## src/hw/pic_consts.vh

```
// constants, register map and field layout of the priority interrupt controller
`ifndef PIC_CONSTS_VH
`define PIC_CONSTS_VH

// source structure
`define NSRC            16
`define NMOD            8
`define LVLW            3

// operating modes
`define MODE_FIXED      2'h0
`define MODE_LEVEL      2'h2

// register byte addresses
`define ADR_MODE        8'h00
`define ADR_ENABLE      8'h04
`define ADR_LEVELS      8'h08
`define ADR_CC          8'h0C
`define ADR_XSTAT       8'h10
`define ADR_STATUS      8'h14
`define ADR_VECTOR      8'h18

// field positions
`define CC_MASK_BIT     7
`define XS_TRACE_BIT    7
`define ST_NMI_BIT      16
`define ST_BUSY_BIT     17

// vectors and levels
`define NMI_VECTOR      8'h07
`define SRC_VEC_BASE    8'h10
`define NMI_LEVEL       3'h7

// reset values
`define RST_MODE        2'h0
`define RST_ENABLE      16'h0000
`define RST_LEVELS      32'h77777777
`define RST_CC          8'h80
`define RST_XSTAT       8'h07

`endif

```

## src/hw/priority_interrupt_controller.v

```verilog
// priority interrupt controller with exception sequencer and wishbone register slave
//
// The address map and the Wishbone slave port were left to the implementer.
`timescale 1ns/1ns
`include "pic_consts.vh"

module priority_interrupt_controller (
  // clock and reset
  input  wire        clk,
  input  wire        srst,
  // wishbone classic slave
  input  wire        wb_cyc_i,
  input  wire        wb_stb_i,
  input  wire        wb_we_i,
  input  wire [7:0]  wb_adr_i,
  input  wire [3:0]  wb_sel_i,
  input  wire [31:0] wb_dat_i,
  output reg  [31:0] wb_dat_o,
  output reg         wb_ack_o,
  // request sources
  input  wire [15:0] src_event,
  input  wire        nmi_event,
  // core execution status
  input  wire        insn_end,
  input  wire [15:0] resume_pc,
  // stack push port
  output reg         stack_we,
  output reg  [15:0] stack_data,
  // vector table read port
  output reg         vec_rd,
  output reg  [15:0] vec_addr,
  input  wire        vec_ack,
  input  wire [15:0] vec_data,
  // handler hand-off
  output reg  [15:0] handler_pc,
  output reg         handler_valid,
  output reg         irq_accept,
  output reg  [7:0]  accept_vector
);

  // register map, one 32-bit word per offset:
  //   mode    - bits 1:0 select fixed order (0) or level mode (2)
  //   enable  - one bit per source; a disabled source never becomes pending
  //   levels  - a 3-bit level per module, a nibble each, top bit of each nibble reads 0
  //   cc      - bit 7 is the global mask used in fixed-order mode
  //   xstat   - bit 7 trace, bits 2:0 mask level used in level mode
  //   status  - read only: pending sources, nonmaskable flag, sequencer busy
  //   vector  - read only: last vector number and the handler address fetched for it
  // unmapped offsets still answer, read as zero and drop writes
  //
  // acceptance and exception sequence:
  //   idle  - the arbiter result is taken when the current masks allow it
  //   wait  - the running instruction is allowed to finish first
  //   push  - resume address, condition codes and, in level mode, extended status
  //   fetch - vector table read, held until the core answers it
  //   done  - handler address handed over, then back to idle
  // the mode latched at acceptance steers the whole sequence, so a mode
  // write during a sequence only affects the next acceptance
  //
  // arbitration:
  //   sources are scanned from index 0 upwards; a later source only wins
  //   with a strictly higher level, so equal levels fall back to the
  //   default order where the smaller vector number ranks first
  //   in fixed-order mode every level reads as zero, which leaves only
  //   the default order
  //   two neighbouring sources share one module level field
  //   the nonmaskable flag overrides both masks and the scan result
  //
  // timing:
  //   a source event is registered one edge before the arbiter sees it
  //   bus answers come one cycle after the request is taken
  //
  // hazards and limits:
  //   the pushed mask state is the value before acceptance; the mask is
  //   rewritten in the cycle of the last push, and a software write to the
  //   same register in that cycle is lost
  //   pending is not cleared by acceptance: a source must drop its event
  //   itself, or the raised mask keeps it from being taken twice
  //   a nonmaskable edge arriving while the flag is cleared keeps the flag set
  //   at least one idle cycle separates two acceptances
  //   the vector read data must stay valid until the handler pulse

  // sequencer states, one-hot
  localparam [4:0] S_IDLE  = 5'h01;
  localparam [4:0] S_WAIT  = 5'h02;
  localparam [4:0] S_PUSH  = 5'h04;
  localparam [4:0] S_FETCH = 5'h08;
  localparam [4:0] S_DONE  = 5'h10;

  // software-visible state
  reg [1:0]               op_mode;
  reg [`NSRC-1:0]         src_enable;
  reg [31:0]              prio_levels;
  reg [7:0]               cc_reg;
  reg [7:0]               ext_status;

  // request and sequencer state
  reg [`NSRC-1:0]         pending;
  reg                     nmi_prev;
  reg                     nmi_flag;
  reg [4:0]               state;
  reg [1:0]               push_step;
  reg                     acc_level_mode;
  reg                     acc_nmi;
  reg [`LVLW-1:0]         acc_level;
  reg [7:0]               acc_vector;
  reg [7:0]               last_vector;

  // arbitration results
  reg                     best_hit;
  reg [3:0]               best_idx;
  reg [`LVLW-1:0]         best_lvl;
  reg                     win_ok;
  reg [`LVLW-1:0]         lvl_i;
  integer                 i;

  // bus helpers
  wire                    bus_req;
  wire                    bus_wr;
  wire [31:0]             wmask;
  wire                    seq_cc_update;
  wire [`NSRC*`LVLW-1:0]  src_lvl;
  wire                    mode_level;
  wire                    nmi_rise;
  wire [31:0]             mode_wr;

  assign bus_req       = wb_cyc_i & wb_stb_i & ~wb_ack_o;
  assign bus_wr        = bus_req & wb_we_i;
  assign wmask         = {{8{wb_sel_i[3]}}, {8{wb_sel_i[2]}}, {8{wb_sel_i[1]}}, {8{wb_sel_i[0]}}};
  assign mode_level    = (op_mode == `MODE_LEVEL);
  assign nmi_rise      = nmi_event & ~nmi_prev;
  assign mode_wr       = ({30'h00000000, op_mode} & ~wmask) | (wb_dat_i & wmask);
  // last push cycle is where the mask state is rewritten
  assign seq_cc_update = (state == S_PUSH) &&
                         (push_step == (acc_level_mode ? 2'h2 : 2'h1));

  // each source takes the level field of its module; two sources per module
  genvar g;
  generate
    for (g = 0; g < `NSRC; g = g + 1) begin : g_lvl
      assign src_lvl[g*`LVLW +: `LVLW] = prio_levels[(g/2)*4 +: `LVLW];
    end
  endgenerate

  // pick the winning pending source and decide if it may be taken now
  always @* begin
    best_hit = 1'b0;
    best_idx = 4'h0;
    best_lvl = {`LVLW{1'b0}};
    lvl_i    = {`LVLW{1'b0}};
    // ascending scan: lower index (smaller vector) wins unless strictly higher level
    for (i = 0; i < `NSRC; i = i + 1) begin
      lvl_i = mode_level ? src_lvl[i*`LVLW +: `LVLW] : {`LVLW{1'b0}};
      if (pending[i] && (!best_hit || lvl_i > best_lvl)) begin
        best_hit = 1'b1;
        best_idx = i[3:0];
        best_lvl = lvl_i;
      end
    end
    if (nmi_flag) begin
      win_ok = 1'b1;
    end else if (mode_level) begin
      win_ok = best_hit && (best_lvl > ext_status[`LVLW-1:0]);
    end else begin
      win_ok = best_hit && !cc_reg[`CC_MASK_BIT];
    end
  end

  // source requests are re-sampled each cycle through their enables
  always @(posedge clk) begin
    if (srst) begin
      pending  <= `RST_ENABLE;
      nmi_prev <= 1'b0;
    end else begin
      pending  <= src_event & src_enable;
      nmi_prev <= nmi_event;
    end
  end

  // nonmaskable flag: a new edge wins over the clear on acceptance
  always @(posedge clk) begin
    if (srst) begin
      nmi_flag <= 1'b0;
    end else if (nmi_rise) begin
      nmi_flag <= 1'b1;
    end else if (state == S_IDLE && nmi_flag) begin
      nmi_flag <= 1'b0;
    end
  end

  // exception sequencer
  always @(posedge clk) begin
    if (srst) begin
      state          <= S_IDLE;
      push_step      <= 2'h0;
      acc_level_mode <= 1'b0;
      acc_nmi        <= 1'b0;
      acc_level      <= {`LVLW{1'b0}};
      acc_vector     <= 8'h00;
      last_vector    <= 8'h00;
      stack_we       <= 1'b0;
      stack_data     <= 16'h0000;
      vec_rd         <= 1'b0;
      vec_addr       <= 16'h0000;
      handler_pc     <= 16'h0000;
      handler_valid  <= 1'b0;
      irq_accept     <= 1'b0;
      accept_vector  <= 8'h00;
    end else begin
      stack_we      <= 1'b0;
      handler_valid <= 1'b0;
      irq_accept    <= 1'b0;
      case (state)
        S_IDLE: begin
          if (win_ok) begin
            acc_level_mode <= mode_level;
            acc_nmi        <= nmi_flag;
            acc_level      <= nmi_flag ? `NMI_LEVEL : best_lvl;
            acc_vector     <= nmi_flag ? `NMI_VECTOR : (`SRC_VEC_BASE + {4'h0, best_idx});
            accept_vector  <= nmi_flag ? `NMI_VECTOR : (`SRC_VEC_BASE + {4'h0, best_idx});
            irq_accept     <= 1'b1;
            state          <= S_WAIT;
          end
        end
        S_WAIT: begin
          // running instruction completes before any push
          if (insn_end) begin
            push_step <= 2'h0;
            state     <= S_PUSH;
          end
        end
        S_PUSH: begin
          stack_we <= 1'b1;
          case (push_step)
            2'h0:    stack_data <= resume_pc;
            2'h1:    stack_data <= {8'h00, cc_reg};
            default: stack_data <= {8'h00, ext_status};
          endcase
          if (seq_cc_update) begin
            state <= S_FETCH;
          end else begin
            push_step <= push_step + 2'h1;
          end
        end
        S_FETCH: begin
          // vector entry address is four bytes per vector number
          vec_rd   <= 1'b1;
          vec_addr <= {6'h00, acc_vector, 2'h0};
          if (vec_rd && vec_ack) begin
            vec_rd <= 1'b0;
            state  <= S_DONE;
          end
        end
        S_DONE: begin
          handler_pc    <= vec_data;
          handler_valid <= 1'b1;
          last_vector   <= acc_vector;
          state         <= S_IDLE;
        end
        default: begin
          state <= S_IDLE;
        end
      endcase
    end
  end

  // handler data is captured in the fetch cycle the read is acknowledged
  reg [15:0] fetched;
  always @(posedge clk) begin
    if (srst) begin
      fetched <= 16'h0000;
    end else if (state == S_FETCH && vec_rd && vec_ack) begin
      fetched <= vec_data;
    end
  end

  // configuration registers written by software
  always @(posedge clk) begin
    if (srst) begin
      op_mode     <= `RST_MODE;
      src_enable  <= `RST_ENABLE;
      prio_levels <= `RST_LEVELS;
    end else if (bus_wr) begin
      case (wb_adr_i)
        `ADR_MODE: begin
          // only the two defined modes are taken, anything else is ignored
          if (mode_wr[1:0] == `MODE_FIXED || mode_wr[1:0] == `MODE_LEVEL) begin
            op_mode <= mode_wr[1:0];
          end
        end
        `ADR_ENABLE: begin
          src_enable <= (src_enable & ~wmask[15:0]) | (wb_dat_i[15:0] & wmask[15:0]);
        end
        `ADR_LEVELS: begin
          prio_levels <= ((prio_levels & ~wmask) | (wb_dat_i & wmask)) & 32'h77777777;
        end
        default: begin
          op_mode <= op_mode;
        end
      endcase
    end
  end

  // core mask state: the sequencer update has priority over software
  always @(posedge clk) begin
    if (srst) begin
      cc_reg     <= `RST_CC;
      ext_status <= `RST_XSTAT;
    end else if (seq_cc_update) begin
      if (acc_level_mode) begin
        ext_status[`XS_TRACE_BIT] <= 1'b0;
        ext_status[`LVLW-1:0]     <= acc_nmi ? `NMI_LEVEL : acc_level;
      end else begin
        cc_reg[`CC_MASK_BIT] <= 1'b1;
      end
    end else if (bus_wr && wb_adr_i == `ADR_CC && wb_sel_i[0]) begin
      cc_reg <= wb_dat_i[7:0];
    end else if (bus_wr && wb_adr_i == `ADR_XSTAT && wb_sel_i[0]) begin
      ext_status <= wb_dat_i[7:0] & 8'h87;
    end
  end

  // wishbone answer: ack one cycle after the request, dropped the next
  always @(posedge clk) begin
    if (srst) begin
      wb_ack_o <= 1'b0;
      wb_dat_o <= 32'h00000000;
    end else begin
      wb_ack_o <= bus_req;
      wb_dat_o <= 32'h00000000;
      if (bus_req && !wb_we_i) begin
        case (wb_adr_i)
          `ADR_MODE:   wb_dat_o <= {30'h00000000, op_mode};
          `ADR_ENABLE: wb_dat_o <= {16'h0000, src_enable};
          `ADR_LEVELS: wb_dat_o <= prio_levels;
          `ADR_CC:     wb_dat_o <= {24'h000000, cc_reg};
          `ADR_XSTAT:  wb_dat_o <= {24'h000000, ext_status};
          `ADR_STATUS: wb_dat_o <= {14'h0000, (state != S_IDLE), nmi_flag, pending};
          `ADR_VECTOR: wb_dat_o <= {8'h00, fetched, last_vector};
          default:     wb_dat_o <= 32'h00000000;
        endcase
      end
    end
  end

endmodule

```

## config.mk

```make
export PLATFORM = sky130hd
export DESIGN_NAME = priority_interrupt_controller
export DESIGN_NICKNAME = d
export VERILOG_FILES = /design/src/hw/priority_interrupt_controller.v
export VERILOG_INCLUDE_DIRS = /design/src /design/src/hw
export SDC_FILE = /design/constraint.sdc
export NUM_CORES = 1
export LEC_CHECK = 0
export BUFFER_PORTS_ARGS = -buffer_cell sky130_fd_sc_hd__buf_2
export CORE_MARGIN = 1
export CORE_UTILIZATION = 50
export CTS_CLUSTER_DIAMETER = 80
export CTS_CLUSTER_SIZE = 10
export DETAILED_ROUTE_END_ITERATION = 8
export PLACE_DENSITY = 0.74
export SYNTH_ARGS = -nofsm -noshare
export SYNTH_HDL_FRONTEND = slang
export SYNTH_SLANG_ARGS = --single-unit
```

## constraint.sdc

```tcl
create_clock -name clk -period 35.2 [get_ports clk]
set_clock_uncertainty 0.1 [all_clocks]
set_input_delay 5.28 -clock clk [delete_from_list [all_inputs] [get_ports clk]]
set_output_delay 5.28 -clock clk [all_outputs]
set_load 0.02 [all_outputs]
```

==> metrics.md, run 1 <==
| Metric | Value |
|---|---|
| Post-synth EDFFs | `0` |
| Setup TNS | `0 ns` |
| Post-placement setup slack | `11.83 ns` |
| Post-synthesis instance total | `around 1100` |
| Lkg Pwr | `4.647 nW` |
| Sequential-to-total area share from yosys stat | `39.92%` |
| Combined global-route utilization of all metal layers | `between 20% and 30%` |
| Post-cts gate resize count | `0` |
| Number of standard cells in the layout, taps in and fillers out | `between 1000 and 1500` |
| Die width | `roughly 140 µm` |
| Kind of cell adding the most delay to the critical path | `compound AO/OA/AOI/OAI gates` |
| Number of search-and-repair iterations in the first detailed-routing pass | `7` |
| Most common library cell in the layout ignoring fill and taps | `nand2_1` |
| Final weighted congestion in routability-driven placement | `0.8753` |
| Finished layout cell area | `roughly 11000 µm²` |
| Initial antenna violation count | `1` |
| Distinct cell type count of the synthesized netlist | `74` |
| Sum of overflow across all layers after global routing | `0` |
| Number of levels the H-tree was split into | `4` |
| Share of flip-flops with an asynchronous set or reset after synthesis | `0%` |
| Skew-Pair Late Insertion Delay | `approximately 0.44 ns` |
| Number of maximum-capacitance constraint violations | `0` |
| Inserted Clock Buffers | `17` |
| Maximum fanout count along the critical path | `13` |
| Vias per std cell | `5.849` |
| Fin. max-slew vios | `0` |
| Path type of the worst min-delay path | `flip-flop to flip-flop` |
| GR peak layer | `met2` |
| Number of nets in the layout | `1381` |
| Total of hold buffers inserted after clock tree synthesis | `0` |
| Delay of the slowest cell on the worst path | `roughly 0.86 ns` |
| Unrepaired setup endpoints after global routing | `no` |
| Final Setup Violations | `0` |
| Slew of the pin with the lowest slew margin | `1.069 ns` |
| Via count | `8633` |
| Smallest hold slack | `0.3509 ns` |
| Global routing met3 resource utilization | `7.889%` |
| Initial DRC Count | `between 700 and 800` |
| Flops & latches, synth | `182` |
| Largest net degree at the start of global routing | `68` |
| PnR Total Power | `0.4087 mW` |
| Critical path capture point type | `flip-flop` |
| Standard cell with the maximum stage delay on the critical path | `o211ai_1` |
| Floorplan Core Area | `~18000 µm²` |
| Via count of the first global-routing pass | `roughly 8000` |
| Dpl hpwl | `19330 µm` |
| Met1 capacity usage during global routing | `36.36%` |
| CTS tree | `yes` |
| Proportion of layout cells with a drive suffix above 1 | `roughly 20%` |
| Most frequent cells in the layout | `nand2_1 (183), dfxtp_1 (182), buf_2 (171), a21oi_1 (110), nor2_1 (82)` |
| Starting utilization of the core area | `50.99%` |
| Max frequency | `42.00 MHz` |
| Antenna diode count | `0` |
| Largest vdd supply drop | `0.03362 mV` |
| Area enclosed by the die boundary | `18800 µm²` |
| Clock root buffer master | `clkbuf_16` |
| Data required time of the worst path | `35.45 ns` |
| Outcome | `finished, final reports clean` |
| Number of warnings reported in the yosys synthesis log | `0` |
| Final Hold Violating Endpoints | `0` |
| Number of port buffers | `172` |
| Sink count of the clock tree | `182` |
| Instance count after placement with tap cells included | `~1400` |
| Top Ports | `193` |
| Post-route fraction of the period consumed by the critical path | `67.64%` |
| Final core utilization | `slightly below 60%` |
| Prevailing post-synth register cell | `dfxtp_1` |
| Number of core rows | `49` |
| Worst path setup slack after routing | `11.39 ns` |
| Post-detailed-routing wire length | `26290 µm` |
| Number of fill cells | `1631` |
| Number of buffer and inverter stages on the critical path | `1` |
| Reg clk slew, reported paths | `0.07 ns` |
| Maximum buffer depth of the clock tree | `2` |
| Post-CTS setup repair buffer count | `0` |
| Crit path DAT | `24.06 ns` |
| Area added between synthesis and finish | `16.55%` |
| Power density relative to cell area | `38.42 nW/µm²` |
| Met2 track demand over resource | `44.50%` |
| Startpoint class of the critical path | `flip-flop` |
| CP dominant cell by count | `ha_1` |
| Synthesized area per cell | `8.374 µm²` |
| Routed wire per std cell | `17.81 µm` |
| Worst rel slew slack | `~28%` |
| Path type of the worst setup path | `flip-flop to flip-flop` |
| Mapped Area | `9128 µm²` |
| Global-route wire length before repair | `40960 µm` |
| Residual DRC | `0` |
| Vertical extent of the die | `137.1 µm` |
| Post-place instance area | `roughly 10000 µm²` |
| Shortest clock period the worst path allows after layout | `approximately 24 ns` |
| Antenna violation net count after detailed routing | `0` |
[report_power, final]
group / switching (mW) / leakage [nW] / internal, mW
combinational: 0.00961 / 2.91 / 0.00549
sequential: 0.000690 / 1.47 / 0.206
clock: 0.0871 / 0.272 / 0.0995
[synthesized netlist by cell type (14+ instances only)]
master	number	area, µm²
clkbuf_1	49	183.9
a31oi_1	14	87.58
nor2b_1	15	93.84
nand3_1	32	160.2
dfxtp_1	182	3643
inv_1	33	123.9
a22oi_1	38	285.3
nor2_1	82	307.8
nand2_1	183	686.9
and3_1	32	200.2
mux2i_1	47	470.5
o211ai_1	15	112.6
o21ai_0	32	160.2
buf_4	17	127.6
a21oi_1	110	550.5
ha_1	47	588.1
nor3_1	16	80.08
[cells by family (layout without fill, tap and decap cells)]
kind of cell	count (synthesis)	count (layout)	synth area share, %
and+or+nand+nor	417	417	21.81
muxes	53	53	5.977
AOI/OAI and AO/OA	284	284	20.58
DFF	182	182	39.92
buffers and inverters	106	248	5.236
other	1	16	0.04108
adders and majority gates	47	47	6.443
[per-layer routing]
| layer | wire length, µm | vias to the layer above | part of all wire (%) |
|---|---|---|---|
| met1 | 10980 | 4012 | 42 |
| met2 | 11970 | 395 | 46 |
| li1 | - | 4162 | - |
| met4 | 813 | 2 | 3.1 |
| met5 | 13 | - | 0.049 |
| met3 | 2513 | 62 | 9.6 |
[layout make-up]
class	count	area (µm²)	share of cell area (%)
Multi-Input combinational cell	817	5071	47.67
Sequential cell	182	3643	34.25
Timing Repair Buffer	183	945.9	8.892
Clock buffer	18	429.2	4.034
Tap cell	229	286.5	2.693
Clock inverter	14	137.6	1.294
Inverter	33	123.9	1.164
[path summary, 6_finish.rpt]
check / cells after the start / slack (ns) / from / end
worst min register to register: 2 / 0.35 / stack_data[15] / stack_data[15]
worst max register to register: 102 / 11.39 / op_mode[0] / acc_level[1]
worst min-delay path: 2 / 0.35 / stack_data[15] / stack_data[15]
worst max-delay path: 102 / 11.39 / op_mode[0] / acc_level[1]
[tightest hold or removal path: cells and delay by family, from the launching register on]
| kind | cells | cell delay (ns) |
|---|---|---|
| flip-flops | 1 | 0.31 |
| AO/OA/AOI/OAI | 1 | 0.05 |
| AND/OR/NAND/NOR | 1 | 0.05 |
Note: power is estimated with default switching activity, not from simulation.
==> run 2, diff against run 1 <==
==> constraint.sdc (replaced) <==
create_clock -name clk -period 22.4 [get_ports clk]
set_clock_uncertainty 0.1 [all_clocks]
set_input_delay 3.36 -clock clk [delete_from_list [all_inputs] [get_ports clk]]
set_output_delay 3.36 -clock clk [all_outputs]
set_load 0.02 [all_outputs]
==> run 2 against run 1 <==
Against the previous run:
- sequential share of layout area down 0.54 points
- power up 61%
- register-to-register slack got worse by 9.7 ns
- wire length increased by 1.0%
- hold slack about the same
- global-route usage increased by 0.49 points
- largest cell class unchanged
- highest routed layer is now met4
==> metrics.md, run 2 (synthesis gave the netlist of run 1 again) <==
| Metric | Value |
|---|---|
| Path type of the worst min-delay path | `flip-flop to flip-flop` |
| Most common library cell in the layout ignoring fill and taps | `nand2_1` |
| Maximum buffer depth of the clock tree | `2` |
| Via count | `just under 9000` |
| Initial antenna violation count | `0` |
| PnR Total Power | `approximately 0.66 mW` |
| Initial DRC Count | `713` |
| Sum of overflow across all layers after global routing | `0` |
| Post-route fraction of the period consumed by the critical path | `92.41%` |
| Sink count of the clock tree | `about 180` |
| Proportion of layout cells with a drive suffix above 1 | `21.42%` |
| Instance count after placement with tap cells included | `1450` |
| Skew-Pair Late Insertion Delay | `0.44 ns` |
| Number of port buffers | `172` |
| Path type of the worst setup path | `flip-flop to flip-flop` |
| Number of core rows | `49` |
| Number of fill cells | `approximately 1600` |
| Antenna diode count | `0` |
| Delay of the slowest cell on the worst path | `approximately 0.48 ns` |
| Area added between synthesis and finish | `18.47%` |
| Finished layout cell area | `10810 µm²` |
| Post-detailed-routing wire length | `26560 µm` |
| Number of maximum-capacitance constraint violations | `0` |
| Area enclosed by the die boundary | `18800 µm²` |
| Clock root buffer master | `clkbuf_16` |
| Power density relative to cell area | `about 60 nW/µm²` |
| Number of standard cells in the layout, taps in and fillers out | `1485` |
| Startpoint class of the critical path | `flip-flop` |
| Slew of the pin with the lowest slew margin | `1.079 ns` |
| Number of levels the H-tree was split into | `4` |
| Floorplan Core Area | `between 15000 and 20000 µm²` |
| Post-place instance area | `10120 µm²` |
| Vertical extent of the die | `between 100 and 150 µm` |
| Max frequency | `roughly 48 MHz` |
| Routed wire per std cell | `17.89 µm` |
| Final weighted congestion in routability-driven placement | `0.9378` |
| Top Ports | `193` |
| CP dominant cell by count | `ha_1` |
| Standard cell with the maximum stage delay on the critical path | `dfxtp_1` |
| Crit path DAT | `20.97 ns` |
| Total of hold buffers inserted after clock tree synthesis | `0` |
| Largest vdd supply drop | `0.05106 mV` |
| Outcome | `finished, final reports clean` |
| Worst path setup slack after routing | `1.699 ns` |
| Via count of the first global-routing pass | `around 8000` |
| Dpl hpwl | `19460 µm` |
| Shortest clock period the worst path allows after layout | `20.70 ns` |
| Most frequent cells in the layout | `nand2_1 (183), dfxtp_1 (181), buf_2 (171), a21oi_1 (108), nor2_1 (81)` |
| Maximum fanout count along the critical path | `11` |
| Inserted Clock Buffers | `17` |
| Global-route wire length before repair | `41570 µm` |
| Critical path capture point type | `flip-flop` |
| Vias per std cell | `5.823` |
| Die width | `137.1 µm` |
| Number of search-and-repair iterations in the first detailed-routing pass | `6` |
| Post-placement setup slack | `0.5301 ns` |
| Data required time of the worst path | `roughly 23 ns` |
| Lkg Pwr | `4.700 nW` |
| Fin. max-slew vios | `0` |
| Starting utilization of the core area | `approximately half` |
| Smallest hold slack | `around 0.35 ns` |
| Antenna violation net count after detailed routing | `0` |
| Final Hold Violating Endpoints | `0` |
| Final Setup Violations | `0` |
| Combined global-route utilization of all metal layers | `28.78%` |
| Worst rel slew slack | `27.81%` |
| Residual DRC | `0` |
| Reg clk slew, reported paths | `0.07 ns` |
| Largest net degree at the start of global routing | `54` |
| CTS tree | `yes` |
| Number of nets in the layout | `1390` |
==> run 2: cell count changes in the layout (fill, tap and decap cells not counted), moves of 3 or more <==
cell	previous run	this run
o21ai_0	32	28
a311oi_1	4	1
buf_4	12	21
o21ai_2	1	4
a311oi_2	0	3
==> run 2: where the power goes <==
part	total (mW)	internal [mW]	switching (mW)
clock	0.308	0.167	0.141
combinational	0.0238	0.00857	0.0152
sequential	0.325	0.324	0.00115
==> run 2: routing by layer <==
| layer | track usage, % | vias up | wire length, µm |
|---|---|---|---|
| met5 | 0 | - | 0 |
| li1 | - | 4167 | - |
| met3 | 6.815 | 60 | 2244 |
| met4 | 12.09 | 0 | 799 |
| met1 | 37.79 | 4057 | 11420 |
| met2 | 45.06 | 363 | 12090 |
==> run 2: stage by stage <==
stage                     util [%]  setup TNS, ns
after global routing         60.40        -0.2575
after detailed placement     56.52              0
after CTS                    59.85              0
final                        60.40              0
after global placement       56.52              0
after floorplan                  -              0
==> run 2: final timing paths <==
check	startpoint	to	slack, ns	cells past startpoint
setup / recovery	pending[1]	acc_level[2]	1.70	106
hold / removal	stack_data[14]	stack_data[14]	0.35	2
setup reg to reg	pending[1]	acc_level[2]	1.70	106
hold reg to reg	stack_data[14]	stack_data[14]	0.35	2
==> run 2: worst max-delay path, delay by kind of cell, from the launching register on <==
kind / cells / cell delay (ns)
AOI/OAI and AO/OA: 50 / 9.32
adders and majority gates: 15 / 4.24
DFF: 1 / 0.48
and+or+nand+nor: 33 / 4.56
muxes: 5 / 1.42
buffers and inverters: 3 / 0.49
==> run 2: layout make-up <==
cell class                      instances  area (µm²)  area share, %
Multi-Input combinational cell        817        5149          47.62
Clock inverter                         14       166.4          1.539
Clock buffer                           18       429.2          3.969
Timing Repair Buffer                  192        1013          9.373
Inverter                               33       123.9          1.146
Tap cell                              229       286.5          2.650
Sequential cell                       182        3645          33.71
==> run 2: timing repair <==
action,CTS,global route
gates resized for setup,0,20
setup buffers,0,3
endpoints found under the setup margin,0,15
==> run 3, diff against run 2 <==
--- a/config.mk
+++ b/config.mk
@@ -7,11 +7,13 @@
 export NUM_CORES = 1
 export LEC_CHECK = 0
 export BUFFER_PORTS_ARGS = -buffer_cell sky130_fd_sc_hd__buf_2
+export CORE_ASPECT_RATIO = 0.9
 export CORE_MARGIN = 1
 export CORE_UTILIZATION = 50
 export CTS_CLUSTER_DIAMETER = 80
 export CTS_CLUSTER_SIZE = 10
 export DETAILED_ROUTE_END_ITERATION = 8
+export GPL_TIMING_DRIVEN = 0
 export PLACE_DENSITY = 0.74
 export SYNTH_ARGS = -nofsm -noshare
 export SYNTH_HDL_FRONTEND = slang
==> run 3 against run 2 <==
Against the previous run:
- clock power up 4%
- fmax down 2.8%
- power up 2.4%
- flip-flop and latch count unchanged
- combinational power up 23%
- die area about the same
- non-clock buffer count up 65
- first-iteration DRC count up 7.4%
- sequential power about the same
==> metrics.md, run 3 (synthesis gave the netlist of run 1 again) <==
| Metric | Value |
|---|---|
| Outcome | `finished, final reports clean` |
| Initial DRC Count | `766` |
| Delay of the slowest cell on the worst path | `0.42 ns` |
| PnR Total Power | `about 0.67 mW` |
| Proportion of layout cells with a drive suffix above 1 | `22.03%` |
| Starting utilization of the core area | `51.49%` |
| Floorplan Core Area | `17730 µm²` |
| Area enclosed by the die boundary | `18800 µm²` |
| Global-route wire length before repair | `45800 µm` |
| Post-route fraction of the period consumed by the critical path | `a little over nine tenths` |
| Vertical extent of the die | `130.2 µm` |
| Internal | `0.4913 mW` |
| Number of buffer and inverter stages on the critical path | `6` |
| Slew of the pin with the lowest slew margin | `1.013 ns` |
| Share of total power in combinational logic | `4.4%` |
| Sink count of the clock tree | `182` |
| Number of fill cells | `1598` |
| CP dominant cell by count | `ha_1` |
| GR peak layer | `met2` |
| Final Setup Violations | `0` |
| Antenna violation net count after detailed routing | `0` |
| Standard cell with the maximum stage delay on the critical path | `dfxtp_1` |
| Crit path DAT | `21.52 ns` |
| Number of standard cells in the layout, taps in and fillers out | `1562` |
| Number of port buffers | `172` |
| Worst rel slew slack | `32.24%` |
| Number of nets in the layout | `1455` |
| Path type of the worst min-delay path | `flip-flop to flip-flop` |
| Die width | `approximately 140 µm` |
| Number of levels the H-tree was split into | `4` |
| Number of core rows | `46` |
| Power density relative to cell area | `59.93 nW/µm²` |
| Switching portion of total power | `between 20% and 30%` |
| Instance count after placement with tap cells included | `approximately 1500` |
| Vias per std cell | `5.837` |
| Global routing met3 resource utilization | `7.963%` |
| Routed wire per std cell | `18.95 µm` |
| Dpl hpwl | `22470 µm` |
| Max frequency | `46.94 MHz` |
| Kind of cell adding the most delay to the critical path | `compound AO/OA/AOI/OAI gates` |
| Number of search-and-repair iterations in the first detailed-routing pass | `9` |
| Post-detailed-routing wire length | `roughly 30000 µm` |
| Largest vdd supply drop | `slightly below 0.05 mV` |
| Shortest clock period the worst path allows after layout | `approximately 21 ns` |
| Switching power of the nets | `0.1815 mW` |
| Maximum buffer depth of the clock tree | `2` |
| Skew-Pair Late Insertion Delay | `0.45 ns` |
| Met2 track demand over resource | `51.33%` |
| Lkg Pwr | `4.882 nW` |
| Data required time of the worst path | `22.62 ns` |
| Startpoint class of the critical path | `flip-flop` |
| Fin. max-slew vios | `0` |
| Maximum fanout count along the critical path | `10` |
| Number of maximum-capacitance constraint violations | `0` |
| Most frequent cells in the layout | `nand2_1 (182), dfxtp_1 (182), buf_2 (173), a21oi_1 (108), nor2_1 (81)` |
| Met1 capacity usage during global routing | `41.59%` |
| Path type of the worst setup path | `flip-flop to flip-flop` |
| Share of power burned in the clock network | `47.4%` |
| Final Hold Violating Endpoints | `0` |
| Largest net degree at the start of global routing | `23` |
| Area added between synthesis and finish | `23.00%` |
| Footprint of the flip-flops and latches | `about 3600 µm²` |
| Inserted Clock Buffers | `17` |
| Initial antenna violation count | `1` |
| Sequential share of power | `48.3%` |
| Critical path capture point type | `flip-flop` |
| Combined global-route utilization of all metal layers | `32.17%` |
| Reg clk slew, reported paths | `0.08 ns` |
| Via count of the first global-routing pass | `about 8500` |
| Residual DRC | `0` |
| Total area of multi-input combinational cells | `5197 µm²` |
| Via count | `around 9100` |
| CTS tree | `yes` |
| Sum of overflow across all layers after global routing | `0` |
| Clock root buffer master | `clkbuf_16` |
| Final core utilization | `63.33%` |
| Top Ports | `around 190` |
| Final weighted congestion in routability-driven placement | `approximately 0.96` |
[run 3: cell count changes in the layout (fill, tap and decap cells not counted), moves of 3 or more]
cell | previous run | this run
clkbuf_1 | 1 | 43
buf_4 | 21 | 32
inv_12 | 0 | 5
buf_1 | 0 | 4
clkinvlp_4 | 4 | 0
clkbuf_4 | 0 | 3
clkinv_8 | 1 | 4
[run 3: final cells by class]
class / count / share of cell area [%]
plain buffers: 72 / 3.288
flip-flops and latches: 182 / 32.45
well taps: 240 / 2.675
diodes: 1 / 0.02229
inverters: 33 / 1.103
repair buffers: 185 / 8.537
clock inverters: 15 / 1.839
multi-input cells: 817 / 46.29
clock buffers: 17 / 3.789
[run 3: power groups by stage]
stage / registers, mW / logic, mW / clock network [mW]
after floorplan: 0.332 / 0.0123 / 0
after global placement: 0.332 / 0.0282 / 0
after detailed placement: 0.332 / 0.0282 / 0
after CTS: 0.325 / 0.0284 / 0.319
after global routing: 0.325 / 0.0312 / 0.335
final: 0.325 / 0.0293 / 0.319
[run 3: routing by layer]
metal  vias to the layer above  routed length, µm
met4                         0                909
li1                       4313                  -
met3                        70               2959
met5                         -                  0
met2                       448              13410
met1                      4286              12320
[run 3: what timing repair did]
action,CTS,global route
resized for setup,15,36
hold buffers,0,0
setup endpoints to repair,15,15
pin swaps,0,11
buffers inserted,0,13
[run 3: path summary, 6_finish.rpt]
path | end | startpoint | cells after the start | slack, ns
worst max-delay path | acc_vector[0] | flip-flop | 108 | 1.10
worst min-delay path | fetched[11] | fetched[11] | 2 | 0.35
worst max register to register | acc_vector[0] | flip-flop | 108 | 1.10
worst min register to register | fetched[11] | fetched[11] | 2 | 0.35
[run 3: worst min-delay path, stage by stage (launching register included)]
cell,delay (ns)
dfxtp_1,0.31
nand2_1,0.05
a21oi_1,0.05
[run 3: per-stage QoR]
stage,instance area (µm²),hold WS (ns),TNS (ns),setup slack [ns]
2_1_floorplan,9184,0.3319,0,2.176
3_3_place_gp,10340,0.3345,-19.36,-1.520
3_5_place_dp,10340,0.3432,-24.22,-1.847
4_1_cts,11010,0.3540,0,0.03159
5_1_grt,11220,0.3750,-1.496,-0.2117
6_report,11230,0.3546,0,1.096
